File: src/rtl/ecil_pkg.sv
package ecil_pkg;
  localparam int          ECIL_NUM_CH     = 8;
  localparam logic [11:0] ECIL_ENCLR_OFF  = 12'h010;
  localparam logic [11:0] ECIL_ENSET_OFF  = 12'h014;
  localparam logic [11:0] ECIL_FLAG_OFF   = 12'h018;
  localparam logic [11:0] ECIL_PATH_OFF   = 12'h01C;
  localparam int          ECIL_OVR_LSB    = 0;
  localparam int          ECIL_EVD_LSB    = 8;
  localparam logic [15:0] ECIL_EN_RESET   = 16'h0000;
  localparam logic [15:0] ECIL_FLAG_RESET = 16'h0000;
  localparam logic [7:0]  ECIL_PATH_RESET = 8'h00;
  localparam logic [1:0]  ECIL_RESP_OKAY  = 2'b00;
  localparam logic [1:0]  ECIL_RESP_SLVERR = 2'b10;
endpackage : ecil_pkg

File: src/rtl/ecil_flag_bit.sv
`timescale 1ns/1ps
`default_nettype none
// One sticky flag: set wins over a same-cycle clear
module ecil_flag_bit (
  input  wire logic aclk,
  input  wire logic aresetn,
  input  wire logic set_in,
  input  wire logic clr_in,
  output logic      flag_out
);
  logic flag_reg;
  logic flag_next;

  assign flag_next = set_in | (flag_reg & ~clr_in);
  assign flag_out  = flag_reg;

  always_ff @(posedge aclk) begin
    if (!aresetn) flag_reg <= 1'b0;
    else flag_reg <= flag_next;
  end

  set_wins_a: assert property (@(posedge aclk) disable iff (!aresetn)
    set_in |=> flag_reg) else $error("flag lost a set");
endmodule : ecil_flag_bit
`default_nettype wire

File: src/rtl/ecil_irq_logic.sv
`timescale 1ns/1ps
`default_nettype none
// Contract
// - Enable-clear one disables overrun interrupt
// - Enable-set one enables event-detected interrupt
// - Enable-set one enables overrun interrupt
// - Both enable registers read current enables
// - Event propagation sets event flag next cycle
// - Overrun sets overrun flag next cycle
// - Asynchronous path channels never set flags
// - Flag write one clears event flag
// - Flag write one clears overrun flag
// - Enable-clear one disables event-detected interrupt
module ecil_irq_logic (
  input  wire logic                                aclk,
  input  wire logic                                aresetn,
  input  wire logic [11:0]                         s_axi_awaddr,
  input  wire logic                                s_axi_awvalid,
  output logic                                     s_axi_awready,
  input  wire logic [31:0]                         s_axi_wdata,
  input  wire logic [3:0]                          s_axi_wstrb,
  input  wire logic                                s_axi_wvalid,
  output logic                                     s_axi_wready,
  output logic [1:0]                               s_axi_bresp,
  output logic                                     s_axi_bvalid,
  input  wire logic                                s_axi_bready,
  input  wire logic [11:0]                         s_axi_araddr,
  input  wire logic                                s_axi_arvalid,
  output logic                                     s_axi_arready,
  output logic [31:0]                              s_axi_rdata,
  output logic [1:0]                               s_axi_rresp,
  output logic                                     s_axi_rvalid,
  input  wire logic                                s_axi_rready,
  input  wire logic [ecil_pkg::ECIL_NUM_CH-1:0]    event_propagated,
  input  wire logic [ecil_pkg::ECIL_NUM_CH-1:0]    overrun_occurred,
  output logic [ecil_pkg::ECIL_NUM_CH-1:0]         async_path,
  output logic                                     irq
);
  import ecil_pkg::*;
  localparam int N = ECIL_NUM_CH;

  logic [11:0] awaddr_reg;
  logic        aw_held_reg;
  logic [31:0] wdata_reg;
  logic [3:0]  wstrb_reg;
  logic        w_held_reg;
  logic        bvalid_reg;
  logic [1:0]  bresp_reg;
  logic        rvalid_reg;
  logic [31:0] rdata_reg;
  logic [1:0]  rresp_reg;
  logic [15:0] enable_reg;
  logic [15:0] enable_next;
  logic [7:0]  path_reg;
  logic [15:0] flag_vec;

  // Write channel capture; address and data may arrive in either order
  wire aw_take = s_axi_awvalid & s_axi_awready;
  wire w_take  = s_axi_wvalid & s_axi_wready;
  assign s_axi_awready = ~aw_held_reg & ~bvalid_reg;
  assign s_axi_wready  = ~w_held_reg & ~bvalid_reg;
  wire wr_fire = aw_held_reg & w_held_reg;

  wire        sel_enclr = wr_fire & (awaddr_reg[11:2] == ECIL_ENCLR_OFF[11:2]);
  wire        sel_enset = wr_fire & (awaddr_reg[11:2] == ECIL_ENSET_OFF[11:2]);
  wire        sel_flag  = wr_fire & (awaddr_reg[11:2] == ECIL_FLAG_OFF[11:2]);
  wire        sel_path  = wr_fire & (awaddr_reg[11:2] == ECIL_PATH_OFF[11:2]);
  wire        wr_hit    = sel_enclr | sel_enset | sel_flag | sel_path;
  // Byte lanes 0 and 1 carry overrun and event bits
  wire [15:0] wmask     = {{8{wstrb_reg[1]}}, {8{wstrb_reg[0]}}} & wdata_reg[15:0];
  wire [15:0] en_set    = sel_enset ? wmask : 16'h0000;
  wire [15:0] en_clr    = sel_enclr ? wmask : 16'h0000;
  wire [15:0] flag_clr  = sel_flag ? wmask : 16'h0000;

  assign enable_next = (enable_reg | en_set) & ~en_clr;

  always_ff @(posedge aclk) begin
    if (!aresetn) begin
      aw_held_reg <= 1'b0;
      w_held_reg  <= 1'b0;
      awaddr_reg  <= 12'h000;
      wdata_reg   <= 32'h0000_0000;
      wstrb_reg   <= 4'h0;
    end else begin
      if (aw_take) awaddr_reg <= s_axi_awaddr;
      if (w_take) begin
        wdata_reg <= s_axi_wdata;
        wstrb_reg <= s_axi_wstrb;
      end
      aw_held_reg <= wr_fire ? 1'b0 : (aw_held_reg | aw_take);
      w_held_reg  <= wr_fire ? 1'b0 : (w_held_reg | w_take);
    end
  end

  always_ff @(posedge aclk) begin
    if (!aresetn) begin
      bvalid_reg <= 1'b0;
      bresp_reg  <= ECIL_RESP_OKAY;
    end else if (wr_fire) begin
      bvalid_reg <= 1'b1;
      bresp_reg  <= wr_hit ? ECIL_RESP_OKAY : ECIL_RESP_SLVERR;
    end else if (s_axi_bready) begin
      bvalid_reg <= 1'b0;
    end
  end

  always_ff @(posedge aclk) begin
    if (!aresetn) begin
      enable_reg <= ECIL_EN_RESET;
      path_reg   <= ECIL_PATH_RESET;
    end else begin
      enable_reg <= enable_next;
      if (sel_path && wstrb_reg[0]) path_reg <= wdata_reg[7:0];
    end
  end

  // Per-channel flags; asynchronous channels are masked at the source
  for (genvar c = 0; c < N; c++) begin : g_ch
    ecil_flag_bit u_evd (
      .aclk     (aclk),
      .aresetn  (aresetn),
      .set_in   (event_propagated[c] & ~path_reg[c]),
      .clr_in   (flag_clr[ECIL_EVD_LSB + c]),
      .flag_out (flag_vec[ECIL_EVD_LSB + c])
    );
    ecil_flag_bit u_ovr (
      .aclk     (aclk),
      .aresetn  (aresetn),
      .set_in   (overrun_occurred[c] & ~path_reg[c]),
      .clr_in   (flag_clr[ECIL_OVR_LSB + c]),
      .flag_out (flag_vec[ECIL_OVR_LSB + c])
    );
  end

  assign irq        = |(flag_vec & enable_reg);
  assign async_path = path_reg;

  // Read channel: one outstanding read, data registered
  wire        ar_take = s_axi_arvalid & s_axi_arready;
  wire [9:0]  ar_word = s_axi_araddr[11:2];
  wire        rd_en   = (ar_word == ECIL_ENCLR_OFF[11:2]) | (ar_word == ECIL_ENSET_OFF[11:2]);
  wire        rd_flag = ar_word == ECIL_FLAG_OFF[11:2];
  wire        rd_path = ar_word == ECIL_PATH_OFF[11:2];
  wire [31:0] rd_mux  = rd_en   ? {16'h0000, enable_reg} :
                        rd_flag ? {16'h0000, flag_vec} :
                        rd_path ? {24'h000000, path_reg} : 32'h0000_0000;
  assign s_axi_arready = ~rvalid_reg;

  always_ff @(posedge aclk) begin
    if (!aresetn) begin
      rvalid_reg <= 1'b0;
      rdata_reg  <= 32'h0000_0000;
      rresp_reg  <= ECIL_RESP_OKAY;
    end else if (ar_take) begin
      rvalid_reg <= 1'b1;
      rdata_reg  <= rd_mux;
      rresp_reg  <= (rd_en | rd_flag | rd_path) ? ECIL_RESP_OKAY : ECIL_RESP_SLVERR;
    end else if (s_axi_rready) begin
      rvalid_reg <= 1'b0;
    end
  end

  assign s_axi_bvalid = bvalid_reg;
  assign s_axi_bresp  = bresp_reg;
  assign s_axi_rvalid = rvalid_reg;
  assign s_axi_rdata  = rdata_reg;
  assign s_axi_rresp  = rresp_reg;

  // Checks
  enclr_ovr_a: assert property (@(posedge aclk) disable iff (!aresetn)
    en_clr[0] |=> !enable_reg[0]) else $error("overrun enable not cleared");
  enset_evd_a: assert property (@(posedge aclk) disable iff (!aresetn)
    en_set[8] && !en_clr[8] |=> enable_reg[8]) else $error("event enable not set");
  enset_ovr_a: assert property (@(posedge aclk) disable iff (!aresetn)
    en_set[0] && !en_clr[0] |=> enable_reg[0]) else $error("overrun enable not set");
  enable_read_a: assert property (@(posedge aclk) disable iff (!aresetn)
    ar_take && rd_en |=> rdata_reg[15:0] == $past(enable_reg)) else $error("enable readback");
  evd_set_a: assert property (@(posedge aclk) disable iff (!aresetn)
    event_propagated[0] && !path_reg[0] |=> flag_vec[8]) else $error("event flag not set");
  ovr_set_a: assert property (@(posedge aclk) disable iff (!aresetn)
    overrun_occurred[0] && !path_reg[0] |=> flag_vec[0]) else $error("overrun flag not set");
  async_mask_a: assert property (@(posedge aclk) disable iff (!aresetn)
    path_reg[1] && !flag_vec[9] && $stable(path_reg) |=> !flag_vec[9])
    else $error("async channel set flag");
  flag_clear_a: assert property (@(posedge aclk) disable iff (!aresetn)
    flag_clr[8] && !event_propagated[0] |=> !flag_vec[8]) else $error("event flag kept");
  ovr_clear_a: assert property (@(posedge aclk) disable iff (!aresetn)
    flag_clr[0] && !overrun_occurred[0] |=> !flag_vec[0]) else $error("overrun flag kept");
  enclr_evd_a: assert property (@(posedge aclk) disable iff (!aresetn)
    en_clr[8] |=> !enable_reg[8]) else $error("event enable not cleared");
  irq_level_a: assert property (@(posedge aclk) disable iff (!aresetn)
    irq == ((flag_vec & enable_reg) != 16'h0000)) else $error("irq mismatch");
  bresp_after_a: assert property (@(posedge aclk) disable iff (!aresetn)
    wr_fire |=> s_axi_bvalid) else $error("no write response");

  // Bus protocol: answers stand until taken, no new request while one is pending
  bvalid_hold_a: assert property (@(posedge aclk) disable iff (!aresetn)
    s_axi_bvalid && !s_axi_bready |=> s_axi_bvalid && $stable(s_axi_bresp))
    else $error("write response dropped");
  rvalid_hold_a: assert property (@(posedge aclk) disable iff (!aresetn)
    s_axi_rvalid && !s_axi_rready |=> s_axi_rvalid && $stable(s_axi_rdata))
    else $error("read data dropped");
  wr_block_a: assert property (@(posedge aclk) disable iff (!aresetn)
    s_axi_bvalid |-> !s_axi_awready && !s_axi_wready)
    else $error("write taken while response pending");
  rd_block_a: assert property (@(posedge aclk) disable iff (!aresetn)
    s_axi_rvalid |-> !s_axi_arready) else $error("read taken while data pending");
  slverr_resp_a: assert property (@(posedge aclk) disable iff (!aresetn)
    wr_fire && !wr_hit |=> s_axi_bresp == ECIL_RESP_SLVERR)
    else $error("unmapped write not refused");
  rd_slverr_a: assert property (@(posedge aclk) disable iff (!aresetn)
    ar_take && !(rd_en | rd_flag | rd_path) |=> s_axi_rresp == ECIL_RESP_SLVERR)
    else $error("unmapped read not refused");
  // Enables only move on a completed write; a stray change would mask interrupts
  en_quiet_a: assert property (@(posedge aclk) disable iff (!aresetn)
    !wr_fire |=> enable_reg == $past(enable_reg)) else $error("enable changed alone");
  path_write_a: assert property (@(posedge aclk) disable iff (!aresetn)
    sel_path && wstrb_reg[0] |=> path_reg == $past(wdata_reg[7:0]))
    else $error("path register not written");

  // Every channel checked, not only channel zero
  for (genvar k = 0; k < N; k++) begin : g_chk
    ch_enclr_ovr_a: assert property (@(posedge aclk) disable iff (!aresetn)
      en_clr[ECIL_OVR_LSB + k] |=> !enable_reg[ECIL_OVR_LSB + k])
      else $error("channel overrun enable not cleared");
    ch_enset_evd_a: assert property (@(posedge aclk) disable iff (!aresetn)
      en_set[ECIL_EVD_LSB + k] |=> enable_reg[ECIL_EVD_LSB + k])
      else $error("channel event enable not set");
    ch_enset_ovr_a: assert property (@(posedge aclk) disable iff (!aresetn)
      en_set[ECIL_OVR_LSB + k] |=> enable_reg[ECIL_OVR_LSB + k])
      else $error("channel overrun enable not set");
    ch_evd_set_a: assert property (@(posedge aclk) disable iff (!aresetn)
      event_propagated[k] && !path_reg[k] |=> flag_vec[ECIL_EVD_LSB + k])
      else $error("channel event flag not set");
    ch_ovr_set_a: assert property (@(posedge aclk) disable iff (!aresetn)
      overrun_occurred[k] && !path_reg[k] |=> flag_vec[ECIL_OVR_LSB + k])
      else $error("channel overrun flag not set");
    ch_evd_mask_a: assert property (@(posedge aclk) disable iff (!aresetn)
      path_reg[k] && !flag_vec[ECIL_EVD_LSB + k] |=> !flag_vec[ECIL_EVD_LSB + k])
      else $error("async channel set event flag");
    ch_ovr_mask_a: assert property (@(posedge aclk) disable iff (!aresetn)
      path_reg[k] && !flag_vec[ECIL_OVR_LSB + k] |=> !flag_vec[ECIL_OVR_LSB + k])
      else $error("async channel set overrun flag");
    ch_evd_clr_a: assert property (@(posedge aclk) disable iff (!aresetn)
      flag_clr[ECIL_EVD_LSB + k] && !event_propagated[k] |=> !flag_vec[ECIL_EVD_LSB + k])
      else $error("channel event flag kept");
    ch_ovr_clr_a: assert property (@(posedge aclk) disable iff (!aresetn)
      flag_clr[ECIL_OVR_LSB + k] && !overrun_occurred[k] |=> !flag_vec[ECIL_OVR_LSB + k])
      else $error("channel overrun flag kept");
    ch_enclr_evd_a: assert property (@(posedge aclk) disable iff (!aresetn)
      en_clr[ECIL_EVD_LSB + k] |=> !enable_reg[ECIL_EVD_LSB + k])
      else $error("channel event enable not cleared");
    // Flags are sticky: only a clear may drop them
    ch_evd_keep_a: assert property (@(posedge aclk) disable iff (!aresetn)
      flag_vec[ECIL_EVD_LSB + k] && !flag_clr[ECIL_EVD_LSB + k] |=> flag_vec[ECIL_EVD_LSB + k])
      else $error("channel event flag lost");
    ch_ovr_keep_a: assert property (@(posedge aclk) disable iff (!aresetn)
      flag_vec[ECIL_OVR_LSB + k] && !flag_clr[ECIL_OVR_LSB + k] |=> flag_vec[ECIL_OVR_LSB + k])
      else $error("channel overrun flag lost");
  end

  wr_done_c: cover property (@(posedge aclk) disable iff (!aresetn) wr_fire && sel_enset);
  rd_done_c: cover property (@(posedge aclk) disable iff (!aresetn) ar_take && rd_flag);
  irq_rise_c: cover property (@(posedge aclk) disable iff (!aresetn) $rose(irq));
  set_clr_c: cover property (@(posedge aclk) disable iff (!aresetn)
    flag_clr[8] && event_propagated[0]);
  async_drop_c: cover property (@(posedge aclk) disable iff (!aresetn)
    event_propagated[1] && path_reg[1]);
endmodule : ecil_irq_logic
`default_nettype wire

File: config.mk
export PLATFORM = sky130hd
export DESIGN_NAME = ecil_irq_logic
export DESIGN_NICKNAME = d
export VERILOG_FILES = /design/src/rtl/ecil_pkg.sv /design/src/rtl/ecil_flag_bit.sv /design/src/rtl/ecil_irq_logic.sv
export SDC_FILE = /design/constraint.sdc
export NUM_CORES = 1
export LEC_CHECK = 0
export BUFFER_PORTS_ARGS = -buffer_cell sky130_fd_sc_hd__buf_2
export CAP_MARGIN = 10
export CORE_MARGIN = 2
export CORE_UTILIZATION = 28
export CTS_CLUSTER_SIZE = 14
export DETAILED_ROUTE_END_ITERATION = 10
export PLACE_DENSITY_LB_ADDON = 0.15
export SLEW_MARGIN = 20
export SYNTH_ARGS = -nofsm -noshare
export SYNTH_HDL_FRONTEND = slang
export SYNTH_SLANG_ARGS = --single-unit
File: constraint.sdc
create_clock -name aclk -period 1.7 [get_ports aclk]
set_input_delay 0.34 -clock aclk [delete_from_list [all_inputs] [get_ports aclk]]
set_output_delay 0.34 -clock aclk [all_outputs]
set_load 0.005 [all_outputs]
Word level (Yosys, flattened, before mapping)
Index checks and enable logic that the tools add are counted.

operators by class
  equality and inequality tests = 8
  multiplexer cells = 12
  bitwise gates (word level) = 100
  reductions and logical operators = 5

operators by type and width
  cell                   number
  $eq A10 B3 Y1 const B  8
  $mux W16               5
  $and A16 B16 Y16       3
  $and A1 B1 Y1          42
  $not A1 Y1             29
  $or A1 B1 Y1           24
  $not A16 Y16           1
  $or A16 B16 Y16        1
  $reduce_or A16 Y1      1
  $mux W8                1
  $mux W1                4
  $mux W2                2
  $reduce_bool A2 Y1     2
  $reduce_or A2 Y1       1
  $logic_and A1 B1 Y1    1

storage, ports and cells
  bits in registers = 110
  output and inout bits = 50
  logic and storage cells = 153

Logic depth before layout (Yosys ltp)
Gate-level depths: netlist of the first run.

  depth in word-level cells = 6
  gate-level depth with buffers = 5
  depth with buffers taken out = 3

Hierarchy
A second synthesis of the first run with hierarchy kept.

second synthesis, totals
  cell total of the unflattened synthesis = 513
  area total of the unflattened synthesis = 4650.7 um^2

by module, submodules not included
  module          times used  cells an instance  area an instance (um^2)
  ecil_irq_logic  1           465                3990.1
  ecil_flag_bit   16          3                  41.3

Worst setup path after synthesis of the first run
Ideal clock, no wire load.

  kind = flip-flop to flip-flop
  start = reg awaddr_reg[10]
  end = reg enable_reg[10]
  library setup time = 0.072 ns
  arrival time = 1.670 ns
  data required time = 1.628 ns
  setup slack = -0.041 ns
  stages on the path, launching flop included = 6
  buffers on the path = 2
  path through = dfxtp_1 or4b_4 buf_4 buf_2 nor4_1 mux2i_1

on the way
  word-level cells in the longest chain between the ends = 5
  elaborated cells between the ends (all ways) = 9

RTL lines
  what                                             RTL line                                    RTL
  start: declaration                               ecil_irq_logic.sv:42                        logic [11:0] awaddr_reg;
  start signal: assignment                         ecil_irq_logic.sv:85                        if (aw_take) awaddr_reg <= s_axi_awaddr;
  $eq A10 B3 Y1 (on tied branches)                 ecil_irq_logic.sv:65, ecil_irq_logic.sv:64
  $and A1 B1 Y1 (on tied branches)                 ecil_irq_logic.sv:65, ecil_irq_logic.sv:64
  $mux W16 (on tied branches)                      ecil_irq_logic.sv:71, ecil_irq_logic.sv:72
  $or A16 B16 Y16 or $not A16 Y16 (tied branches)  ecil_irq_logic.sv:75                        assign enable_next = (enable_reg | en_set) & ~en_clr;
  $and A16 B16 Y16 *                               ecil_irq_logic.sv:75
  end signal: assignment                           ecil_irq_logic.sv:112                       enable_reg <= enable_next;
  end: declaration                                 ecil_irq_logic.sv:52                        logic [15:0] enable_reg;

Every way passes the cells marked *; elsewhere a longest branch is shown, timed or not.
A chain may end at the register's enable or synchronous reset.

Worst setup path after layout of the first run
  start = reg awaddr_reg[5]
  end = reg g_ch[7].u_ovr.flag_reg

on the way
  word-level cells in the longest chain between the ends = 6

RTL lines
  what                    RTL line              RTL
  $eq A10 B3 Y1           ecil_irq_logic.sv:66  wire sel_flag = wr_fire & (awaddr_reg[11:2] == ECIL_FLAG_OFF[11:2]);
  $and A1 B1 Y1           ecil_irq_logic.sv:66
  $mux W16                ecil_irq_logic.sv:73  wire [15:0] flag_clr = sel_flag ? wmask : 16'h0000;
  $not A1 Y1              ecil_flag_bit.sv:14   assign flag_next = set_in | (flag_reg & ~clr_in);
  $and A1 B1 Y1           ecil_flag_bit.sv:14
  $or A1 B1 Y1            ecil_flag_bit.sv:14
  end signal: assignment  ecil_flag_bit.sv:19   else flag_reg <= flag_next;
  end: declaration        ecil_flag_bit.sv:11   logic flag_reg;

No other way between the ends.

==> results of run 1 <==
[what timing repair did]
item / CTS / global route
cloned: 1 / 1
gates resized for setup: 40 / 22
pin swaps: 16 / 19
endpoints found under the setup margin: 23 / 35
setup buffers: 4 / 4
[area by class of cell]
class,count,area [sq um]
Multi-Input combinational cell,345,2500
Fill cell,1476,8890
Inverter,1,3.75
Sequential cell,90,1810
Clock inverter,6,66.3
Tap cell,184,230
Clock buffer,10,239
Timing Repair Buffer,127,842
[worst max-delay path by stage]
| stage | end | start | depth (start not counted) |
|---|---|---|---|
| floorplan | enable_reg[10]$_SDFF_PN0_ | awaddr_reg[10]$_SDFFE_PN0P_ | 5 |
| global placement | enable_reg[9]$_SDFF_PN0_ | awaddr_reg[9]$_SDFFE_PN0P_ | 4 |
| detailed placement | enable_reg[9]$_SDFF_PN0_ | awaddr_reg[9]$_SDFFE_PN0P_ | 4 |
| CTS | irq | enable_reg[2]$_SDFF_PN0_ | 4 |
| global route | g_ch[7].u_ovr.flag_out$_SDFF_PN0_ | awaddr_reg[5]$_SDFFE_PN0P_ | 5 |
| finish | g_ch[7].u_ovr.flag_out$_SDFF_PN0_ | awaddr_reg[5]$_SDFFE_PN0P_ | 5 |
[routing by layer]
layer  track usage, %  up-vias  part of all wire [%]
met3             4.81       18                   5.7
met4             4.72        0                   1.9
met5                0        -                     0
li1                 -     1821                     -
met2             24.6      102                    45
met1             20.1     1671                    47
[critical path, stage by stage (launching register included)]
cell and delay [ns]:
dfxtp_1 0.31, or4b_4 0.64, buf_6 0.18, nor4_2 0.23, buf_4 0.23, a21oi_2 0.08
[per-stage QoR]
stage / setup TNS [ns] / std cells / setup WS, ns / util [%]
3_5_place_dp: -1.25 / 738 / -0.100 / 33.8
4_1_cts: -0.772 / 759 / -0.138 / 38.2
6_report: -1.38 / 763 / -0.100 / 39.0
3_3_place_gp: -0.808 / 738 / -0.0683 / 33.8
2_1_floorplan: -0.398 / 485 / -0.0415 / -
5_1_grt: -3.20 / 763 / -0.151 / 39.0
[power groups by stage]
stage | registers [mW] | clock network (mW) | logic [mW]
3_5_place_dp | 2.33 | 0 | 0.535
4_1_cts | 2.29 | 2.10 | 0.666
5_1_grt | 2.30 | 2.19 | 0.767
3_3_place_gp | 2.33 | 0 | 0.529
2_1_floorplan | 2.29 | 0 | 0.371
6_report | 2.29 | 2.05 | 0.703
[placed cells by master, fill, tap and decap left out, types with 2 or more instances in the layout]
cell / count
buf_2: 92
dfxtp_1: 83
nand2_1: 72
nor2b_1: 50
mux2i_1: 42
a21oi_1: 23
buf_4: 22
nand3b_1: 20
a21boi_0: 20
nor4_4: 18
conb_1: 18
o21ai_0: 16
a22o_1: 12
nor2_1: 10
clkbuf_16: 10
a21oi_2: 8
o2bb2ai_1: 8
dfxtp_2: 7
buf_12: 6
nand2b_1: 5
buf_6: 5
a221oi_2: 4
clkinvlp_4: 3
or4b_4: 2
o311a_1: 2
nor3b_2: 2
[kinds of logic (layout without fill, tap and decap cells)]
kind of cell / Yosys count / in the layout / synth area share (%)
simple gates: 190 / 190 / 25.6
buf+inv: 50 / 144 / 6.51
compound gates: 95 / 95 / 15.0
other cells: 1 / 18 / 0.0891
flops: 90 / 90 / 42.8
mux: 42 / 42 / 9.99
==> metrics.md, run 1 <==
| Metric | Value |
|---|---|
| R2R Setup Slk | -0.1 ns |
| Worst endpoint data arrival time | between 2 and 2.5 ns |
| DR pass1 iterations | 4 |
| I/O pin count | around 130 |
| Synth area leader | dfxtp_1 |
| Area added between synthesis and finish | 35.2% |
| # hold bufs at CTS | 0 |
| Top cells by area, synth | dfxtp_1 43%, mux2i_1 10%, nor2b_1 7.4%, nand2_1 6.4%, a21oi_1 3.7% |
| Register area share after synthesis | a little over two fifths |
| Vias | about 3600 |
| Clock Latency Late Sink | between 0.3 and 0.4 ns |
| Die W | approximately 130 microns |
| Leakage | between 2 and 2.5 nW |
| Synthesis-stage register bit count | 90 |
| Post-DP HPWL | 8.63 mm |
| Vias/cell | roughly 4.7 |
| Share of layout cells above drive strength 1 | between 30% and 40% |
| CP startpoint kind | flip-flop |
| Slew Viols, Final | 0 |
| Synth top cells by count | 90 x dfxtp_1, 72 x nand2_1, 50 x nor2b_1 |
| Min-delay src | s_axi_wstrb[1] |
| Ant. Diodes | 0 |
| Worst r2r dst | g_ch[7].u_ovr.flag_out$_SDFF_PN0_ |
| Crit path time final | 1.80 ns |
| Worst r2r src | awaddr_reg[5]$_SDFFE_PN0P_ |
| Row count | between 40 and 50 |
| Share of the synthesized area in the top cell type | between 40 and 50% |
| R2R depth | 5 |
| Power Density | ~900 nW/um^2 |
| Die Area | 16000 sq um |
| Sw Pwr | 1.34 mW |
| Comb pwr share | 14.0% |
| Bufs on Longest Clock Path | 2 |
| Post-route clock period utilization | 106% |
| Synth Warn # | 0 |
| Post-DP Area | 4940 sq um |
| Class of the worst hold path | in -> reg |
| CTS tree | yes |
| Area of the mapped netlist | between 4000 and 5000 sq um |
| Routability cong. | between 0.7 and 0.8 |
| CTS Sinks | 90 |
| Overall power | slightly above 5 mW |
| MaxCap Viol Count | 0 |
| Routed WL per cell | about 16 microns |
| Vias in the first global route | 3574 |
| Grt ovf | 0 |
| DRT Wirelength | about 12 mm |
| Post-route ant nets | 0 |
| Initial core utilization | between 20% and 30% |
| Final count of hold timing violations | 0 |
| DRC violations left | 0 |
| Crit path capture type | flip-flop |
| Cell with the most instances after synthesis | dfxtp_1 |
| Worst Slack Setup Final | -0.100 ns |
| PortBufs | 92 |
| Seq pwr share | 45.4% |
| Mapped Cells | 468 |
| Post-Synthesis Mean Instance Area | about 9 sq um |
| RSZ-0062 raised after global routing | yes |
| Post-synth top flop | dfxtp_1 |
| Int Pwr | roughly 3.7 mW |
| Clock power share | roughly two fifths |
| Switching share of power | between 20% and 30% |
| Min Hold Slack | around 0.24 ns |
| First-pass GRT wire length | around 19 mm |
| Largest net degree at the start of global routing | 53 |
| Worst Path Required | between 1.5 and 2 ns |
| Fmax achieved | about 560 MHz |
| First DRT Iteration DRCs | ~190 |
| H-tree Lvls | 3 |
| GRT Util Overall | 15.5% |
| Net count, final | 657 |
| EDFF count, synth | 0 |
| Clock Tree Root | clkbuf_16 |
| Post-route cell area | roughly 5700 sq um |
| Worst-path clk slew | 0.07 ns |
| Chip height | between 100 and 150 microns |
| Max rail drop VDD | ~0.57 mV |
| Crit path max fanout | 8 |
| Hold Path Sink | wstrb_reg[1]$_SDFFE_PN0P_ |
| Initial antenna violation count | 0 |
| Post-synthesis async set-or-reset flop share | 0% |
| Failing checks | setup timing |
| Synth cell types | 38 |
| # setup viols final | 26 |
| Core area | about 15000 sq um |
| Outcome | finished with violations |
| Hold Crit Depth | 3 |
| Crit path kind | reg -> reg |
| Clk_skew | around 0.011 ns |
| TritonCTS Buffers | 9 |
Power figures use the tool's default switching activity.
==> run 2, diff against run 1 <==
--- a/config.mk
+++ b/config.mk
@@ -15,4 +15,5 @@
 export SLEW_MARGIN = 20
 export SYNTH_ARGS = -nofsm -noshare
 export SYNTH_HDL_FRONTEND = slang
+export SYNTH_HIERARCHICAL = 1
 export SYNTH_SLANG_ARGS = --single-unit
==> metrics.md, run 2 <==
| Metric | Value |
|---|---|
| Vias | 3917 (was 3612) |
| GRT Util Overall | 14.7% (was 15.5%) |
| Area of the mapped netlist | 4650 sq um (was 4210 sq um) |
| Clock Latency Late Sink | 0.35 ns (was 0.36 ns) |
| Mapped Cells | 513 (was 468) |
| Filler cell count | 1722 (was 1476) |
| Final count of hold timing violations | 0 (unchanged) |
| Total negative slack | -0.110 ns (was -1.38 ns) |
| Core area | 16400 sq um (was 14600 sq um) |
| Buf/Inv on CP | 1 (was 2) |
| Clock power share | 42.5% (was 40.7%) |
| Worst-path clk slew | 0.06 ns (was 0.07 ns) |
| Post-route ant nets | 0 (unchanged) |
| Clk_skew | 0.00921 ns (was 0.0112 ns) |
| Synth cell types | 41 (was 38) |
| Die Area | 17700 sq um (was 16000 sq um) |
| Post-route clock period utilization | 106% (about the same) |
| Share of the synthesized area in the top cell type | 38.7% (was 42.8%) |
| Power Density | 877 nW/um^2 (was 886 nW/um^2) |
| Worst endpoint data arrival time | 1.47 ns (was 2.03 ns) |
| Sw Pwr | 1.31 mW (was 1.34 mW) |
| Crit path capture type | primary output (was flip-flop) |
| DRC violations left | 0 (unchanged) |
| Int Pwr | 3.79 mW (was 3.70 mW) |
| Synth area leader | dfxtp_1 (unchanged) |
| Min-delay src | s_axi_wdata[3] (was s_axi_wstrb[1]) |
| Slew Viols, Final | 0 (unchanged) |
| Net count, final | 678 (was 657) |
| First-pass GRT wire length | 20.5 mm (was 19.5 mm) |
| Outcome | finished with violations (unchanged) |
| Delay-heaviest family, CP | compound AO/OA/AOI/OAI gates (was simple AND/OR/NAND/NOR gates) |
| Crit path max fanout | 2 (was 8) |
| Worst Slack Setup Final | -0.110 ns (was -0.100 ns) |
| Chip height | 133 microns (was 127 microns) |
| MaxCap Viol Count | 0 (unchanged) |
| Overall power | 5.10 mW (was 5.04 mW) |
| Max rail drop VDD | 0.486 mV (was 0.575 mV) |
| Post-synthesis async set-or-reset flop share | 0% (unchanged) |
| CTS tree | yes (unchanged) |
| R2R depth | 4 (was 5) |
| Grt ovf | 0 (unchanged) |
| Row count | 47 (was 44) |
| # setup viols final | 1 (was 26) |
| Layout Cells excl Fill | 820 (was 763) |
| Crit path cell chain | a22o_1, a221oi_2, nand4_1, buf_2 (was or4b_4, buf_6, nor4_2, buf_4, a21oi_2) |
| Worst Path Required | 1.36 ns (was 1.93 ns) |
| Worst Setup SP | g_ch[0].u_ovr/flag_out$_SDFF_PN0_ (was awaddr_reg[5]$_SDFFE_PN0P_) |
| Routed WL per cell | 15.5 microns (was 16.3 microns) |
| Post-DP HPWL | 9.19 mm (was 8.63 mm) |
| Largest net degree at the start of global routing | 81 (was 53) |
| Seq pwr share | 44.7% (was 45.4%) |
| Most common cell after layout, fill and taps aside | buf_2 (unchanged) |
| Vias/cell | 4.78 (was 4.73) |
| Crit path time final | 1.81 ns (was 1.80 ns) |
| Initial antenna violation count | 0 (unchanged) |
| First DRT Iteration DRCs | 308 (was 189) |
| R2R Setup Slk | 0.10 ns (was -0.1 ns) |
| CP startpoint kind | flip-flop (unchanged) |
| Register area share after synthesis | 38.7% (was 42.8%) |
| Class of the worst hold path | in -> reg (unchanged) |
| Min Hold Slack | 0.244 ns (was 0.236 ns) |
| Switching share of power | 25.6% (was 26.6%) |
| H-tree Lvls | 3 (unchanged) |
| Hold Path Sink | wdata_reg[3]$_SDFFE_PN0P_ (was wstrb_reg[1]$_SDFFE_PN0P_) |
| DR pass1 iterations | 4 (unchanged) |
| Post-synth top flop | dfxtp_1 (unchanged) |
| Crit path kind | reg -> out (was reg -> reg) |
| Comb pwr share | 12.8% (was 14.0%) |
| Synthesis-stage register bit count | 90 (unchanged) |
| Final Util | 35.4% (was 39.0%) |
| Worst r2r src | awaddr_reg[8]$_SDFFE_PN0P_ (was awaddr_reg[5]$_SDFFE_PN0P_) |
| Slew of the pin with the lowest slew margin | about 0.6 ns |
| Worst r2r dst | enable_reg[12]$_SDFF_PN0_ (was g_ch[7].u_ovr.flag_out$_SDFF_PN0_) |
| Initial core utilization | 28.3% (was 28.9%) |
| DRT Wirelength | 12.7 mm (was 12.4 mm) |
| Leakage | 2.40 nW (was 2.27 nW) |
| Slowest stage delay, CP | 0.32 ns (was 0.64 ns) |
| I/O pin count | 133 (unchanged) |
| RSZ-0062 raised after global routing | yes (unchanged) |
| Ant. Diodes | 0 (unchanged) |
| CTS Sinks | 90 (unchanged) |
| Routability cong. | 0.743 (was 0.783) |
| TritonCTS Buffers | 9 (unchanged) |
| Synth Warn # | 6 (was 0) |
| PortBufs | 92 (unchanged) |
| Vias in the first global route | 3754 (was 3574) |
| Top cells by area, synth | dfxtp_1 39%, nand2_1 5.6%, mux2i_1 5.6%, nor2b_1 5.1%, nor2b_4 4.7% (was dfxtp_1 43%, mux2i_1 10%, nor2b_1 7.4%, nand2_1 6.4%, a21oi_1 3.7%) |
| Cell with the most instances after synthesis | dfxtp_1 (unchanged) |
| Post-Synthesis Mean Instance Area | 9.07 sq um (was 9.00 sq um) |
| Clock Tree Root | clkbuf_16 (unchanged) |
| Bufs on Longest Clock Path | 2 (unchanged) |
| Rel. slew slack | approximately three fifths |
| Failing checks | setup timing (unchanged) |
| DP Cell Count | 803 (was 738) |
| Share of layout cells above drive strength 1 | 29.0% (was 32.5%) |
| Area added between synthesis and finish | 24.9% (was 35.2%) |
| Die W | 133 microns (was 127 microns) |
| Hold Crit Depth | 3 (unchanged) |
| # hold bufs at CTS | 0 (unchanged) |
| CP max-delay cell | dfxtp_2 (was or4b_4) |
| Fmax achieved | 553 MHz (was 556 MHz) |
| Synth top cells by count | 90 x dfxtp_1, 70 x nand2_1, 38 x nor2b_1 (was 90 x dfxtp_1, 72 x nand2_1, 50 x nor2b_1) |
| EDFF count, synth | 0 (unchanged) |
| Most frequent cells in the layout | 92 x buf_2, 84 x dfxtp_1, 70 x nand2_1 (was 92 x buf_2, 83 x dfxtp_1, 72 x nand2_1) |
run 2: power by group through the flow:
stage / sequential [mW] / combinational, mW / clock [mW]
CTS: 2.28 / 0.655 / 2.23
floorplan: 2.30 / 0.461 / 0
global placement: 2.32 / 0.643 / 0
global route: 2.29 / 0.719 / 2.31
detailed placement: 2.33 / 0.652 / 0
finish: 2.28 / 0.653 / 2.17
run 2: stage by stage:
step | cell area, sq um | setup WS, ns
2_1_floorplan | 4820 | -0.0284
3_3_place_gp | 5460 | -0.0329
3_5_place_dp | 5460 | -0.0580
4_1_cts | 5800 | -0.133
5_1_grt | 5810 | -0.186
6_report | 5810 | -0.110
run 2: worst max-delay path by stage:
stage / end / slack [ns] / depth (start not counted)
2_1_floorplan: g_ch[0].u_evd/flag_out$_SDFF_PN0_ / -0.03 / 7
3_5_place_dp: s_axi_rdata[14]$_SDFFE_PN0P_ / -0.06 / 4
5_1_grt: irq / -0.19 / 4
6_report: irq / -0.11 / 4
3_3_place_gp: s_axi_rdata[15]$_SDFFE_PN0P_ / -0.03 / 4
4_1_cts: irq / -0.13 / 4
run 2: repair_timing:
action,4_1_cts,5_1_grt
pin swaps,1,1
endpoints found under the setup margin,1,2
gates cloned,0,0
setup buffers,0,1
resized for setup,5,2
hold endpoints to repair,0,0
run 2: kinds of logic after synthesis:
logic type,count (synthesis),synth area share [%]
buf+inv,62,6.64
compound gates,96,16.2
mux,26,5.60
flops,90,38.7
simple gates,238,32.7
other cells,1,0.0806
run 2: tightest hold or removal path, delay by kind of cell:
kind,cells,cell delay (ns)
compound gates,1,0.06
buf+inv,1,0.10
simple gates,1,0.04
run 2: layer usage:
| layer | vias to the layer above | routed length [microns] | global-route usage [%] |
|---|---|---|---|
| met3 | 13 | 688 | 3.22 |
| met2 | 120 | 5120 | 21.1 |
| met1 | 1809 | 6770 | 21.5 |
| li1 | 1975 | - | - |
| met4 | 0 | 166 | 4.84 |
| met5 | - | 0 | 0 |
run 2: layout make-up:
type	instances	area [sq um]	share of cell area, %
inverter	1	3.75	0.0646
multi-input combinational	378	2720	46.8
sequential	90	1810	31.1
timing repair buffer	115	683	11.8
clock buffer	10	229	3.94
clock inverter	6	90.1	1.55
tap	220	275	4.74
